===== config.mk =====
export PLATFORM = sky130hd
export DESIGN_NAME = txc_tx_coder
export DESIGN_NICKNAME = d
export VERILOG_FILES = /design/src/logic/txc_pkg.sv /design/src/logic/txc_tx_coder.sv
export VERILOG_INCLUDE_DIRS = /design/src /design/src/logic
export SDC_FILE = /design/constraint.sdc
export NUM_CORES = 1
export LEC_CHECK = 0
export ABC_AREA = 1
export BUFFER_PORTS_ARGS = -buffer_cell sky130_fd_sc_hd__clkbuf_2
export CAP_MARGIN = 20
export CORE_UTILIZATION = 30
export DETAILED_ROUTE_END_ITERATION = 10
export SLEW_MARGIN = 25
export SYNTH_ARGS = -nofsm -noshare
export SYNTH_HDL_FRONTEND = slang
export SYNTH_SLANG_ARGS = --single-unit

===== constraint.sdc =====
create_clock -name pclk -period 13.62 [get_ports pclk]
set_clock_uncertainty 0.1 [all_clocks]
set_input_delay 1.362 -clock pclk [delete_from_list [all_inputs] [get_ports pclk]]
set_output_delay 1.362 -clock pclk [all_outputs]
set_load 0.02 [all_outputs]

===== src/logic/txc_defines.svh =====
`ifndef TXC_DEFINES_SVH
`define TXC_DEFINES_SVH
// register byte offsets
`define TXC_OFF_FRAME 8'h00
`define TXC_OFF_SKIP 8'h04
`define TXC_OFF_SYMLEN 8'h08
`define TXC_OFF_SYM01 8'h0c
`define TXC_OFF_SYM23 8'h10
`define TXC_OFF_AUX 8'h14
`define TXC_OFF_SEED 8'h18
`define TXC_OFF_DATA 8'h1c
`define TXC_OFF_CMD 8'h20
`define TXC_OFF_RCV 8'h38
// tx_frame_control fields
`define TXC_FC_DCODE 0
`define TXC_FC_SOF 4
`define TXC_FC_EOF 6
`define TXC_FC_STRT_EN 8
`define TXC_FC_STRT_VAL 9
`define TXC_FC_STOP_EN 10
`define TXC_FC_STOP_VAL 11
`define TXC_FC_EGT 12
`define TXC_FC_PAR_EN 15
`define TXC_FC_PAR_ODD 16
`define TXC_FC_ENC_EN 17
`define TXC_FC_MSB 18
// symbol length register fields
`define TXC_SL_LO 0
`define TXC_SL_HI 8
`define TXC_SL_BLEN 16
`define TXC_SL_BEN 24
`define TXC_SL_BVAL 25
// aux control, receiver config, command and data fields
`define TXC_AUX_OSEL 0
`define TXC_AUX_DSEL 4
`define TXC_AUX_MFR 6
`define TXC_RCV_SINGLE 0
`define TXC_RCV_ADC 1
`define TXC_RCV_ISEL 2
`define TXC_CMD_START 0
`define TXC_DATA_LAST 8
// reset values and limits
`define TXC_RST_FRAME 19'h00000
`define TXC_RST_SEED 16'hace1
`define TXC_RST_RCV 8'h04
`define TXC_EGT_MAX 3'h6
`define TXC_SKIP_MAX 4'h8
`define TXC_LO_MAX 5'h10
`define TXC_HI_MAX 5'h08
`endif


===== src/logic/txc_pkg.sv =====
`default_nettype none
package txc_pkg;
  typedef enum logic [1:0] {
    TXC_IDLE = 2'b00,
    TXC_SYM = 2'b01,
    TXC_DATA = 2'b10,
    TXC_BURST = 2'b11
  } txc_st_t;

  typedef struct packed {
    logic [18:0] frame;
    logic [3:0] skip;
    logic [25:0] symlen;
    logic [31:0] sym01;
    logic [15:0] sym23;
    logic [6:0] aux;
    logic [15:0] seed;
    logic [7:0] rcv;
    logic [7:0] hold_byte;
    logic hold_last;
    logic hold_full;
    txc_st_t st;
    logic is_eof;
    logic [1:0] cur_sym;
    logic burst_ok;
    logic [15:0] div;
    logic [16:0] shreg;
    logic [16:0] dmask;
    logic [4:0] cnt;
    logic last_byte;
    logic [8:0] burst;
    logic [15:0] lfsr;
    logic env;
    logic strobe;
    logic aux_out;
    logic drive;
    logic rx_data;
    logic [31:0] prdata;
    logic pslverr;
  } txc_state_t;
endpackage
`default_nettype wire


===== src/logic/txc_tx_coder.sv =====
// Chosen here: the APB slave port.
`timescale 1ns/1ps
`default_nettype none
`include "txc_defines.svh"

module txc_tx_coder
  import txc_pkg::*;
#(
  parameter int BIT_CYCLES = 8
)
(
  input wire logic pclk, // apb clock
  input wire logic presetn, // async reset, active low
  input wire logic psel, // apb select
  input wire logic penable, // apb enable
  input wire logic pwrite, // apb direction
  input wire logic [7:0] paddr, // apb byte address
  input wire logic [31:0] pwdata, // apb write data
  output logic [31:0] prdata, // apb read data
  output logic pready, // apb ready
  output logic pslverr, // apb error
  input wire logic rx_internal, // internal demodulated receive data
  input wire logic rx_manch_generic, // decoder manchester output
  input wire logic rx_manch_subcarrier, // decoder manchester with subcarrier
  input wire logic aux_signal_in, // auxiliary signal input pin
  output logic aux_signal_out, // auxiliary signal output pin
  output logic tx_envelope, // envelope to modulator
  output logic tx_bit_strobe, // pulse per transmitted bit
  output logic tx_timing_set, // 0: symbol 0/1 timing, 1: symbol 2/3
  output logic tx_active, // frame in progress
  output logic rx_data, // selected receive data
  output logic rx_generic_code, // receive over aux is generic code
  output logic rx_single_ended, // receiver inputs tied single-ended
  output logic mixer_direct_adc, // mixers straight to adc
  output logic multi_frame_receive // multi-frame receive enable
);

  txc_state_t s;
  txc_state_t n;

  ////////////////////////////////////////////////////////////////////////
  // decode helpers

  function automatic logic mapped(input logic [7:0] a);
    case (a)
      `TXC_OFF_FRAME, `TXC_OFF_SKIP, `TXC_OFF_SYMLEN, `TXC_OFF_SYM01,
      `TXC_OFF_SYM23, `TXC_OFF_AUX, `TXC_OFF_SEED, `TXC_OFF_DATA,
      `TXC_OFF_CMD, `TXC_OFF_RCV: mapped = 1'b1;
      default: mapped = 1'b0;
    endcase
  endfunction

  // {burst allowed, length, pattern} for symbol k
  function automatic logic [21:0] sym_pick(input logic [1:0] k,
                                            input txc_state_t r);
    logic [4:0] len;
    logic [15:0] pat;
    len = 5'h00;
    pat = 16'h0000;
    if (!k[1])
    begin
      len = r.symlen[`TXC_SL_LO +: 5];
      if (len > `TXC_LO_MAX)
        len = `TXC_LO_MAX;
      pat = k[0] ? r.sym01[31:16] : r.sym01[15:0];
    end
    else
    begin
      len = {1'b0, r.symlen[`TXC_SL_HI +: 4]};
      if (len > `TXC_HI_MAX)
        len = `TXC_HI_MAX;
      pat = {8'h00, k[0] ? r.sym23[15:8] : r.sym23[7:0]};
    end
    sym_pick = {!k[1] && r.symlen[`TXC_SL_BEN], len, pat};
  endfunction

  // {length, data mask, bits}, bit 0 sent first
  function automatic logic [38:0] build_byte(input logic [7:0] d,
                                              input logic last,
                                              input txc_state_t r);
    logic [16:0] b;
    logic [16:0] m;
    logic [4:0] k;
    logic [7:0] o;
    logic [3:0] nd;
    logic [3:0] sk;
    logic [2:0] extra_guard_time;
    logic par;
    logic coded;
    b = 17'h00000;
    m = 17'h00000;
    k = 5'h00;
    coded = (r.frame[`TXC_FC_DCODE +: 4] == 4'h0);
    par = r.frame[`TXC_FC_PAR_ODD];
    sk = (r.skip > `TXC_SKIP_MAX) ? `TXC_SKIP_MAX : r.skip;
    nd = last ? 4'h8 - sk : 4'h8;
    extra_guard_time = r.frame[`TXC_FC_EGT +: 3];
    if (extra_guard_time > `TXC_EGT_MAX)
      extra_guard_time = `TXC_EGT_MAX;
    for (int i = 0; i < 8; i++)
      o[i] = r.frame[`TXC_FC_MSB] ? d[7 - i] : d[i];
    if (coded && r.frame[`TXC_FC_STRT_EN])
    begin
      b[k] = r.frame[`TXC_FC_STRT_VAL];
      k = k + 5'h01;
    end
    for (int i = 0; i < 8; i++)
    begin
      if (4'(i) < nd)
      begin
        b[k] = o[i];
        m[k] = coded;
        par = par ^ o[i];
        k = k + 5'h01;
      end
    end
    if (coded && r.frame[`TXC_FC_PAR_EN])
    begin
      b[k] = par;
      k = k + 5'h01;
    end
    if (coded && r.frame[`TXC_FC_STOP_EN])
    begin
      for (int j = 0; j < 7; j++)
      begin
        if (3'(j) <= extra_guard_time)
        begin
          b[k] = r.frame[`TXC_FC_STOP_VAL];
          k = k + 5'h01;
        end
      end
    end
    build_byte = {k, m, b};
  endfunction

  ////////////////////////////////////////////////////////////////////////
  // next state

  logic wr;
  logic tick;
  logic bit_now;
  logic [21:0] sp;
  logic [38:0] bb;

  assign wr = psel && penable && pwrite;
  assign tick = (s.div == 16'h0000);

  always_comb
  begin
    n = s;
    bit_now = 1'b0;
    sp = 22'h000000;
    bb = 39'h0;
    n.strobe = 1'b0;
    n.div = tick ? 16'(BIT_CYCLES - 1) : s.div - 16'h0001;
    // register writes
    if (wr)
    begin
      case (paddr)
        `TXC_OFF_FRAME: n.frame = pwdata[18:0];
        `TXC_OFF_SKIP: n.skip = pwdata[3:0];
        `TXC_OFF_SYMLEN: n.symlen = pwdata[25:0];
        `TXC_OFF_SYM01: n.sym01 = pwdata;
        `TXC_OFF_SYM23: n.sym23 = pwdata[15:0];
        `TXC_OFF_AUX: n.aux = pwdata[6:0];
        `TXC_OFF_SEED: n.seed = pwdata[15:0];
        `TXC_OFF_RCV: n.rcv = pwdata[7:0];
        `TXC_OFF_DATA:
        begin
          if (!s.hold_full)
          begin
            n.hold_byte = pwdata[7:0];
            n.hold_last = pwdata[`TXC_DATA_LAST];
            n.hold_full = 1'b1;
          end
        end
        default: ;
      endcase
    end
    // frame sequencer
    case (s.st)
      TXC_IDLE:
      begin
        n.env = 1'b0;
        if (wr && paddr == `TXC_OFF_CMD && pwdata[`TXC_CMD_START])
        begin
          n.lfsr = (s.seed == 16'h0000) ? `TXC_RST_SEED : s.seed;
          n.last_byte = 1'b0;
          n.cnt = 5'h00;
          n.st = TXC_DATA;
          if (s.frame[`TXC_FC_SOF +: 2] != 2'b00)
          begin
            n.cur_sym = s.frame[`TXC_FC_SOF +: 2] - 2'b01;
            sp = sym_pick(n.cur_sym, s);
            if (sp[20:16] != 5'h00)
            begin
              n.st = TXC_SYM;
              n.is_eof = 1'b0;
              n.burst_ok = sp[21];
              n.cnt = sp[20:16];
              n.shreg = {1'b0, sp[15:0]};
            end
          end
        end
      end
      TXC_SYM:
      begin
        if (tick)
        begin
          n.env = s.shreg[s.cnt - 5'h01];
          n.strobe = 1'b1;
          n.cnt = s.cnt - 5'h01;
          if (s.cnt == 5'h01)
          begin
            if (s.burst_ok)
            begin
              n.st = TXC_BURST;
              n.burst = {1'b0, s.symlen[`TXC_SL_BLEN +: 8]} + 9'h001;
            end
            else
              n.st = s.is_eof ? TXC_IDLE : TXC_DATA;
          end
        end
      end
      TXC_BURST:
      begin
        if (tick)
        begin
          n.env = s.symlen[`TXC_SL_BVAL];
          n.strobe = 1'b1;
          n.burst = s.burst - 9'h001;
          if (s.burst == 9'h001)
            n.st = s.is_eof ? TXC_IDLE : TXC_DATA;
        end
      end
      TXC_DATA:
      begin
        if (tick && (s.cnt != 5'h00 || s.hold_full))
        begin
          n.shreg = s.shreg;
          n.dmask = s.dmask;
          n.cnt = s.cnt;
          if (s.cnt == 5'h00)
          begin
            bb = build_byte(s.hold_byte, s.hold_last, s);
            n.shreg = bb[16:0];
            n.dmask = bb[33:17];
            n.cnt = bb[38:34];
            n.last_byte = s.hold_last;
            n.hold_full = 1'b0;
          end
          bit_now = n.shreg[0];
          if (n.dmask[0] && s.frame[`TXC_FC_ENC_EN])
          begin
            bit_now = bit_now ^ s.lfsr[0];
            n.lfsr = {s.lfsr[0] ^ s.lfsr[2] ^ s.lfsr[3] ^ s.lfsr[5],
                      s.lfsr[15:1]};
          end
          n.env = bit_now;
          n.strobe = (n.cnt != 5'h00);
          n.shreg = {1'b0, n.shreg[16:1]};
          n.dmask = {1'b0, n.dmask[16:1]};
          n.cnt = (n.cnt == 5'h00) ? 5'h00 : n.cnt - 5'h01;
        end
        if (n.cnt == 5'h00 && n.last_byte)
        begin
          n.st = TXC_IDLE;
          n.last_byte = 1'b0;
          if (s.frame[`TXC_FC_EOF +: 2] != 2'b00)
          begin
            n.cur_sym = s.frame[`TXC_FC_EOF +: 2];
            sp = sym_pick(n.cur_sym, s);
            if (sp[20:16] != 5'h00)
            begin
              n.st = TXC_SYM;
              n.is_eof = 1'b1;
              n.burst_ok = sp[21];
              n.cnt = sp[20:16];
              n.shreg = {1'b0, sp[15:0]};
            end
          end
        end
      end
      default: n.st = TXC_IDLE;
    endcase
    // signal routing
    case (s.aux[`TXC_AUX_OSEL +: 4])
      4'h1: n.aux_out = s.strobe;
      4'h2: n.aux_out = rx_internal;
      4'h3: n.aux_out = (s.st != TXC_IDLE);
      4'h4: n.aux_out = s.env;
      4'h6: n.aux_out = rx_manch_generic;
      4'h7: n.aux_out = rx_manch_subcarrier;
      default: n.aux_out = 1'b0;
    endcase
    case (s.aux[`TXC_AUX_DSEL +: 2])
      2'b00: n.drive = 1'b0;
      2'b01: n.drive = s.env;
      2'b10: n.drive = aux_signal_in;
      default: n.drive = 1'b1;
    endcase
    case (s.rcv[`TXC_RCV_ISEL +: 2])
      2'b01: n.rx_data = rx_internal;
      2'b10, 2'b11: n.rx_data = aux_signal_in;
      default: n.rx_data = 1'b0;
    endcase
    // apb read data captured in setup, shown in access
    if (psel && !penable)
    begin
      n.pslverr = !mapped(paddr);
      case (paddr)
        `TXC_OFF_FRAME: n.prdata = {13'h0000, s.frame};
        `TXC_OFF_SKIP: n.prdata = {28'h0000000, s.skip};
        `TXC_OFF_SYMLEN: n.prdata = {6'h00, s.symlen};
        `TXC_OFF_SYM01: n.prdata = s.sym01;
        `TXC_OFF_SYM23: n.prdata = {16'h0000, s.sym23};
        `TXC_OFF_AUX: n.prdata = {25'h0000000, s.aux};
        `TXC_OFF_SEED: n.prdata = {16'h0000, s.seed};
        `TXC_OFF_DATA: n.prdata = {23'h000000, s.hold_last, s.hold_byte};
        `TXC_OFF_CMD:
          n.prdata = {26'h0000000, s.cur_sym, s.st, s.hold_full,
                      s.st != TXC_IDLE};
        `TXC_OFF_RCV: n.prdata = {24'h000000, s.rcv};
        default: n.prdata = 32'h00000000;
      endcase
    end
  end

  always_ff @(posedge pclk or negedge presetn)
  begin
    if (!presetn)
    begin
      s <= '0;
      s.frame <= `TXC_RST_FRAME;
      s.seed <= `TXC_RST_SEED;
      s.rcv <= `TXC_RST_RCV;
      s.st <= TXC_IDLE;
    end
    else
      s <= n;
  end

  ////////////////////////////////////////////////////////////////////////
  // outputs

  assign prdata = s.prdata;
  assign pready = 1'b1;
  assign pslverr = s.pslverr;
  assign aux_signal_out = s.aux_out;
  assign tx_envelope = s.drive;
  assign tx_bit_strobe = s.strobe;
  assign tx_timing_set = s.cur_sym[1];
  assign tx_active = (s.st != TXC_IDLE);
  assign rx_data = s.rx_data;
  assign rx_generic_code = (s.rcv[`TXC_RCV_ISEL +: 2] == 2'b11);
  assign rx_single_ended = s.rcv[`TXC_RCV_SINGLE];
  assign mixer_direct_adc = s.rcv[`TXC_RCV_ADC];
  assign multi_frame_receive = s.aux[`TXC_AUX_MFR];
endmodule
`default_nettype wire


==> impl_metrics.yaml <==
outcome:
  status: "complete, no violations"
timing:
  finalSetupTns_ns: 0
  finalSetupViolCount: 0
  timing.final.crit_share_pct: 91.7
  slew_viol_final: 0
  rsz0062_at_grt: "no"
  hold_viol: 0
  tightestPinTransition_ns: 1.00
  period_minus_slack_ns: 12.49
  worst_slew_margin_rel_pct: 32.3
  clock.fmax_ghz: 0.0800
floorplanning:
  die-area_mm2: 0.0696
  rows: 95
  io_pins: 93
  initial_core_util_pct: 30.5
  core_mm2: 0.0675
  die_w_um: 264
  die_height_um: 264
clock_network:
  clock-root-buffer: "clkbuf_16"
  postCtsHoldBufs: 0
  cts_buffer_depth: 3
  path_clk_slew_ns: 0.07
  cts_buffers: 27
  cts_tree: "yes"
  h-tree-depth: 1
  clkLatencyLatePin_ns: 0.56
  cts_sinks: 262
critical_path:
  max_stage_delay_ns: 0.55
  cp.arrival_ns: 12.86
  crit_path_start_kind: "flip-flop"
  slowest_stage: "fa_1"
  end_kind: "flip-flop"
  crit_type: "reg -> reg"
  worstPathRequired_ns: 13.99
  cp_max_fo: 17
  cp_common_cell: "nand2_1"
power:
  power.internal_uw: 1580
  p_sw_uw: 942
  swShare_pct: 37.3
  fin_total_pwr_uw: 2530
  ir_worst_vdd_mv: 0.0969
  p_seq_share_pct: 36.8
  combPwrFrac_pct: 30.5
  leakage_uw: 0.0107
  powerDensity_mw_per_mm2: 111
  power_frac_clock_pct: 32.7
place:
  dp.final_hpwl_um: 57600
  gp_congestion: 0.964
  port_buffers: 91
hold_path:
  hold_class: "reg -> reg"
route:
  antenna_left: 0
  drt-total-wl_um: 75200
  wl_per_cell_um: 18.8
  dr.pass1.iters: 7
  vias: 21300
  drc_errors: 0
  via_per_inst: 5.31
  drt_iter0_drc: 2194
finish:
  fillers: 7417
  seq_area_mm2: 0.00657
  diodes: 0
  multiInputGateArea_mm2: 0.0119
  drive_above_1_share_pct: 10.2
  fin_util_pct: 33.7
  final_nets: 3229
  area_growth_pct: 10.6
grt:
  grt_pass1_vias: 20000
  grt_pass1_wl_um: 118000
  grt_start_max_net_pins: 78
  antenna_found_initial: 0
  grt_overflow: 0
  grt_usage_pct: 21.3
logic_synthesis:
  synth_edf_count: 0
  syn-cell-area_mm2: 0.0206
  ys_warn_count: 0
  seq_area_frac_synth_pct: 31.9
  syn_nets: 3209
  yosysUniqueCellTypes: 60
  postSynthCellCount: 3094
  ys.flop_type: "dfrtp_1"
  netlist_top_cells_area: "dfrtp_1 31%, nand2_1 15%, o21ai_0 8.9%, inv_1 6.7%, nor2_1 5.3%"
  synth_top_area_share_pct: 30.8
  syn_avg_cell_area_um2: 6.65
  yosysTopAreaCell: "dfrtp_1"
  synthArstFlopShare_pct: 100
  ys_ff_latch: 262
job:
  maxCapViolCount: 0
[worst paths after layout]
kind | from | endpoint | slack, ns | cells after the start
min | s[103] | s[103] | 0.33 | 1
max in group asynchronous | presetn | s[253] | 10.74 | 3
max | s[240] | s[88] | 1.13 | 64
max reg2reg | s[240] | s[88] | 1.13 | 64
min in group asynchronous | presetn | s[205] | 0.68 | 1
min reg2reg | s[103] | s[103] | 0.33 | 1
[area by class of cell]
class,instances,share of cell area [%]
inverters,390,6.43
clock buffers,37,3.44
well taps,873,4.80
flip-flops and latches,262,28.9
multi-input cells,2305,52.3
clock inverters,13,0.880
repair buffers,128,3.27
[kinds of logic (layout without fill, tap and decap cells)]
| kind of cell | Yosys count | count (layout) | synth area share [%] |
|---|---|---|---|
| fa+ha+maj | 66 | 66 | 4.05 |
| mux | 7 | 7 | 0.353 |
| flops | 262 | 262 | 31.9 |
| compound gates | 756 | 756 | 21.1 |
| other cells | 1 | 1 | 0.0182 |
| simple gates | 1446 | 1446 | 31.0 |
| buf+inv | 527 | 568 | 10.3 |
| xor+xnor | 29 | 29 | 1.23 |
[worst max-delay path, delay by kind of cell (launching register included)]
kind	cells	cell delay, ns
buffers and inverters	6	0.62
AND/OR/NAND/NOR	34	4.71
adder cells (fa/ha/maj)	15	4.79
AO/OA/AOI/OAI	9	1.71
flip-flops	1	0.44
[stage by stage]
step           std cells  hold slack [ns]  setup WS, ns  cell area (um^2)
2_1_floorplan       3094            0.309          2.31             20600
3_3_place_gp        3953            0.323          1.19             21700
3_5_place_dp        3953            0.327         0.717             21700
4_1_cts             4003            0.336         0.653             22700
5_1_grt             4008            0.345        0.0694             22800
6_report            4008            0.332          1.13             22800
[synthesized netlist by cell type (6+ instances only)]
cell type / number
a211oi_1: 15
a21oi_1: 171
a221oi_1: 24
a22oi_1: 18
a31oi_1: 26
buf_2: 8
buf_4: 35
clkbuf_1: 89
clkinv_1: 7
dfrtp_1: 253
dfstp_2: 9
ha_1: 65
inv_1: 365
inv_2: 18
nand2_1: 802
nand2_2: 46
nand2_4: 13
nand3_1: 155
nand3_2: 18
nand3b_1: 8
nand4_1: 31
nor2_1: 291
nor2_2: 6
nor3_1: 24
nor4_1: 26
o2111ai_1: 13
o211ai_1: 41
o21ai_0: 366
o21ai_1: 12
o221ai_1: 13
o22ai_1: 25
or2_2: 11
xnor2_1: 14
xor2_1: 15
[flip-flops by register name (all words and copies together), names as in the netlist]
register             cells
s                      221
aux_signal_out           1
rx_data                  1
tx_envelope              1
mixer_direct_adc         1
tx_bit_strobe            1
rx_single_ended          1
prdata                  32
multi_frame_receive      1
pslverr                  1
tx_timing_set            1
[layout by cell type (no fill, tap or decap), types with 7 or more instances in the layout]
cell,instances
nand4_1,31
nand2_4,13
nand3_1,155
nor4_1,25
clkinv_1,7
nand2_2,47
o2111ai_1,13
dfstp_2,9
o21ai_1,13
buf_4,37
a221oi_1,24
nor3_1,24
xnor2_1,14
inv_2,18
or2_2,11
nor2_2,10
nand2_1,801
a21oi_1,171
o21ai_0,364
nor2_1,287
a31oi_1,26
clkbuf_2,90
clkbuf_8,7
dfrtp_1,253
a22oi_1,18
a211oi_1,15
xor2_1,15
inv_1,365
clkbuf_16,27
nand3b_1,8
o221ai_1,13
ha_1,65
o211ai_1,41
nand3_2,18
o22ai_1,25
[repair_timing]
item                                   4_1_cts  5_1_grt
setup endpoints to repair                    0       28
endpoints found under the hold margin        0        0
setup buffers                                0        5
gates resized for setup                      0        5
[metal layers]
layer  up-vias  track usage (%)  part of all wire (%)
met2       863             33.3                    44
met1     10000             30.4                    46
met4         0             7.48                   3.4
met5         -                0                     0
met3       139             2.20                   6.8
li1      10300                -                     -
[power groups by stage]
stage	Combinational [uW]	Clock, uW	Sequential [uW]
6_report	770	826	930
5_1_grt	866	869	940
4_1_cts	758	837	928
3_5_place_dp	754	0	942
3_3_place_gp	753	0	940
2_1_floorplan	544	0	915
Note: power is estimated with default switching activity, not from simulation.
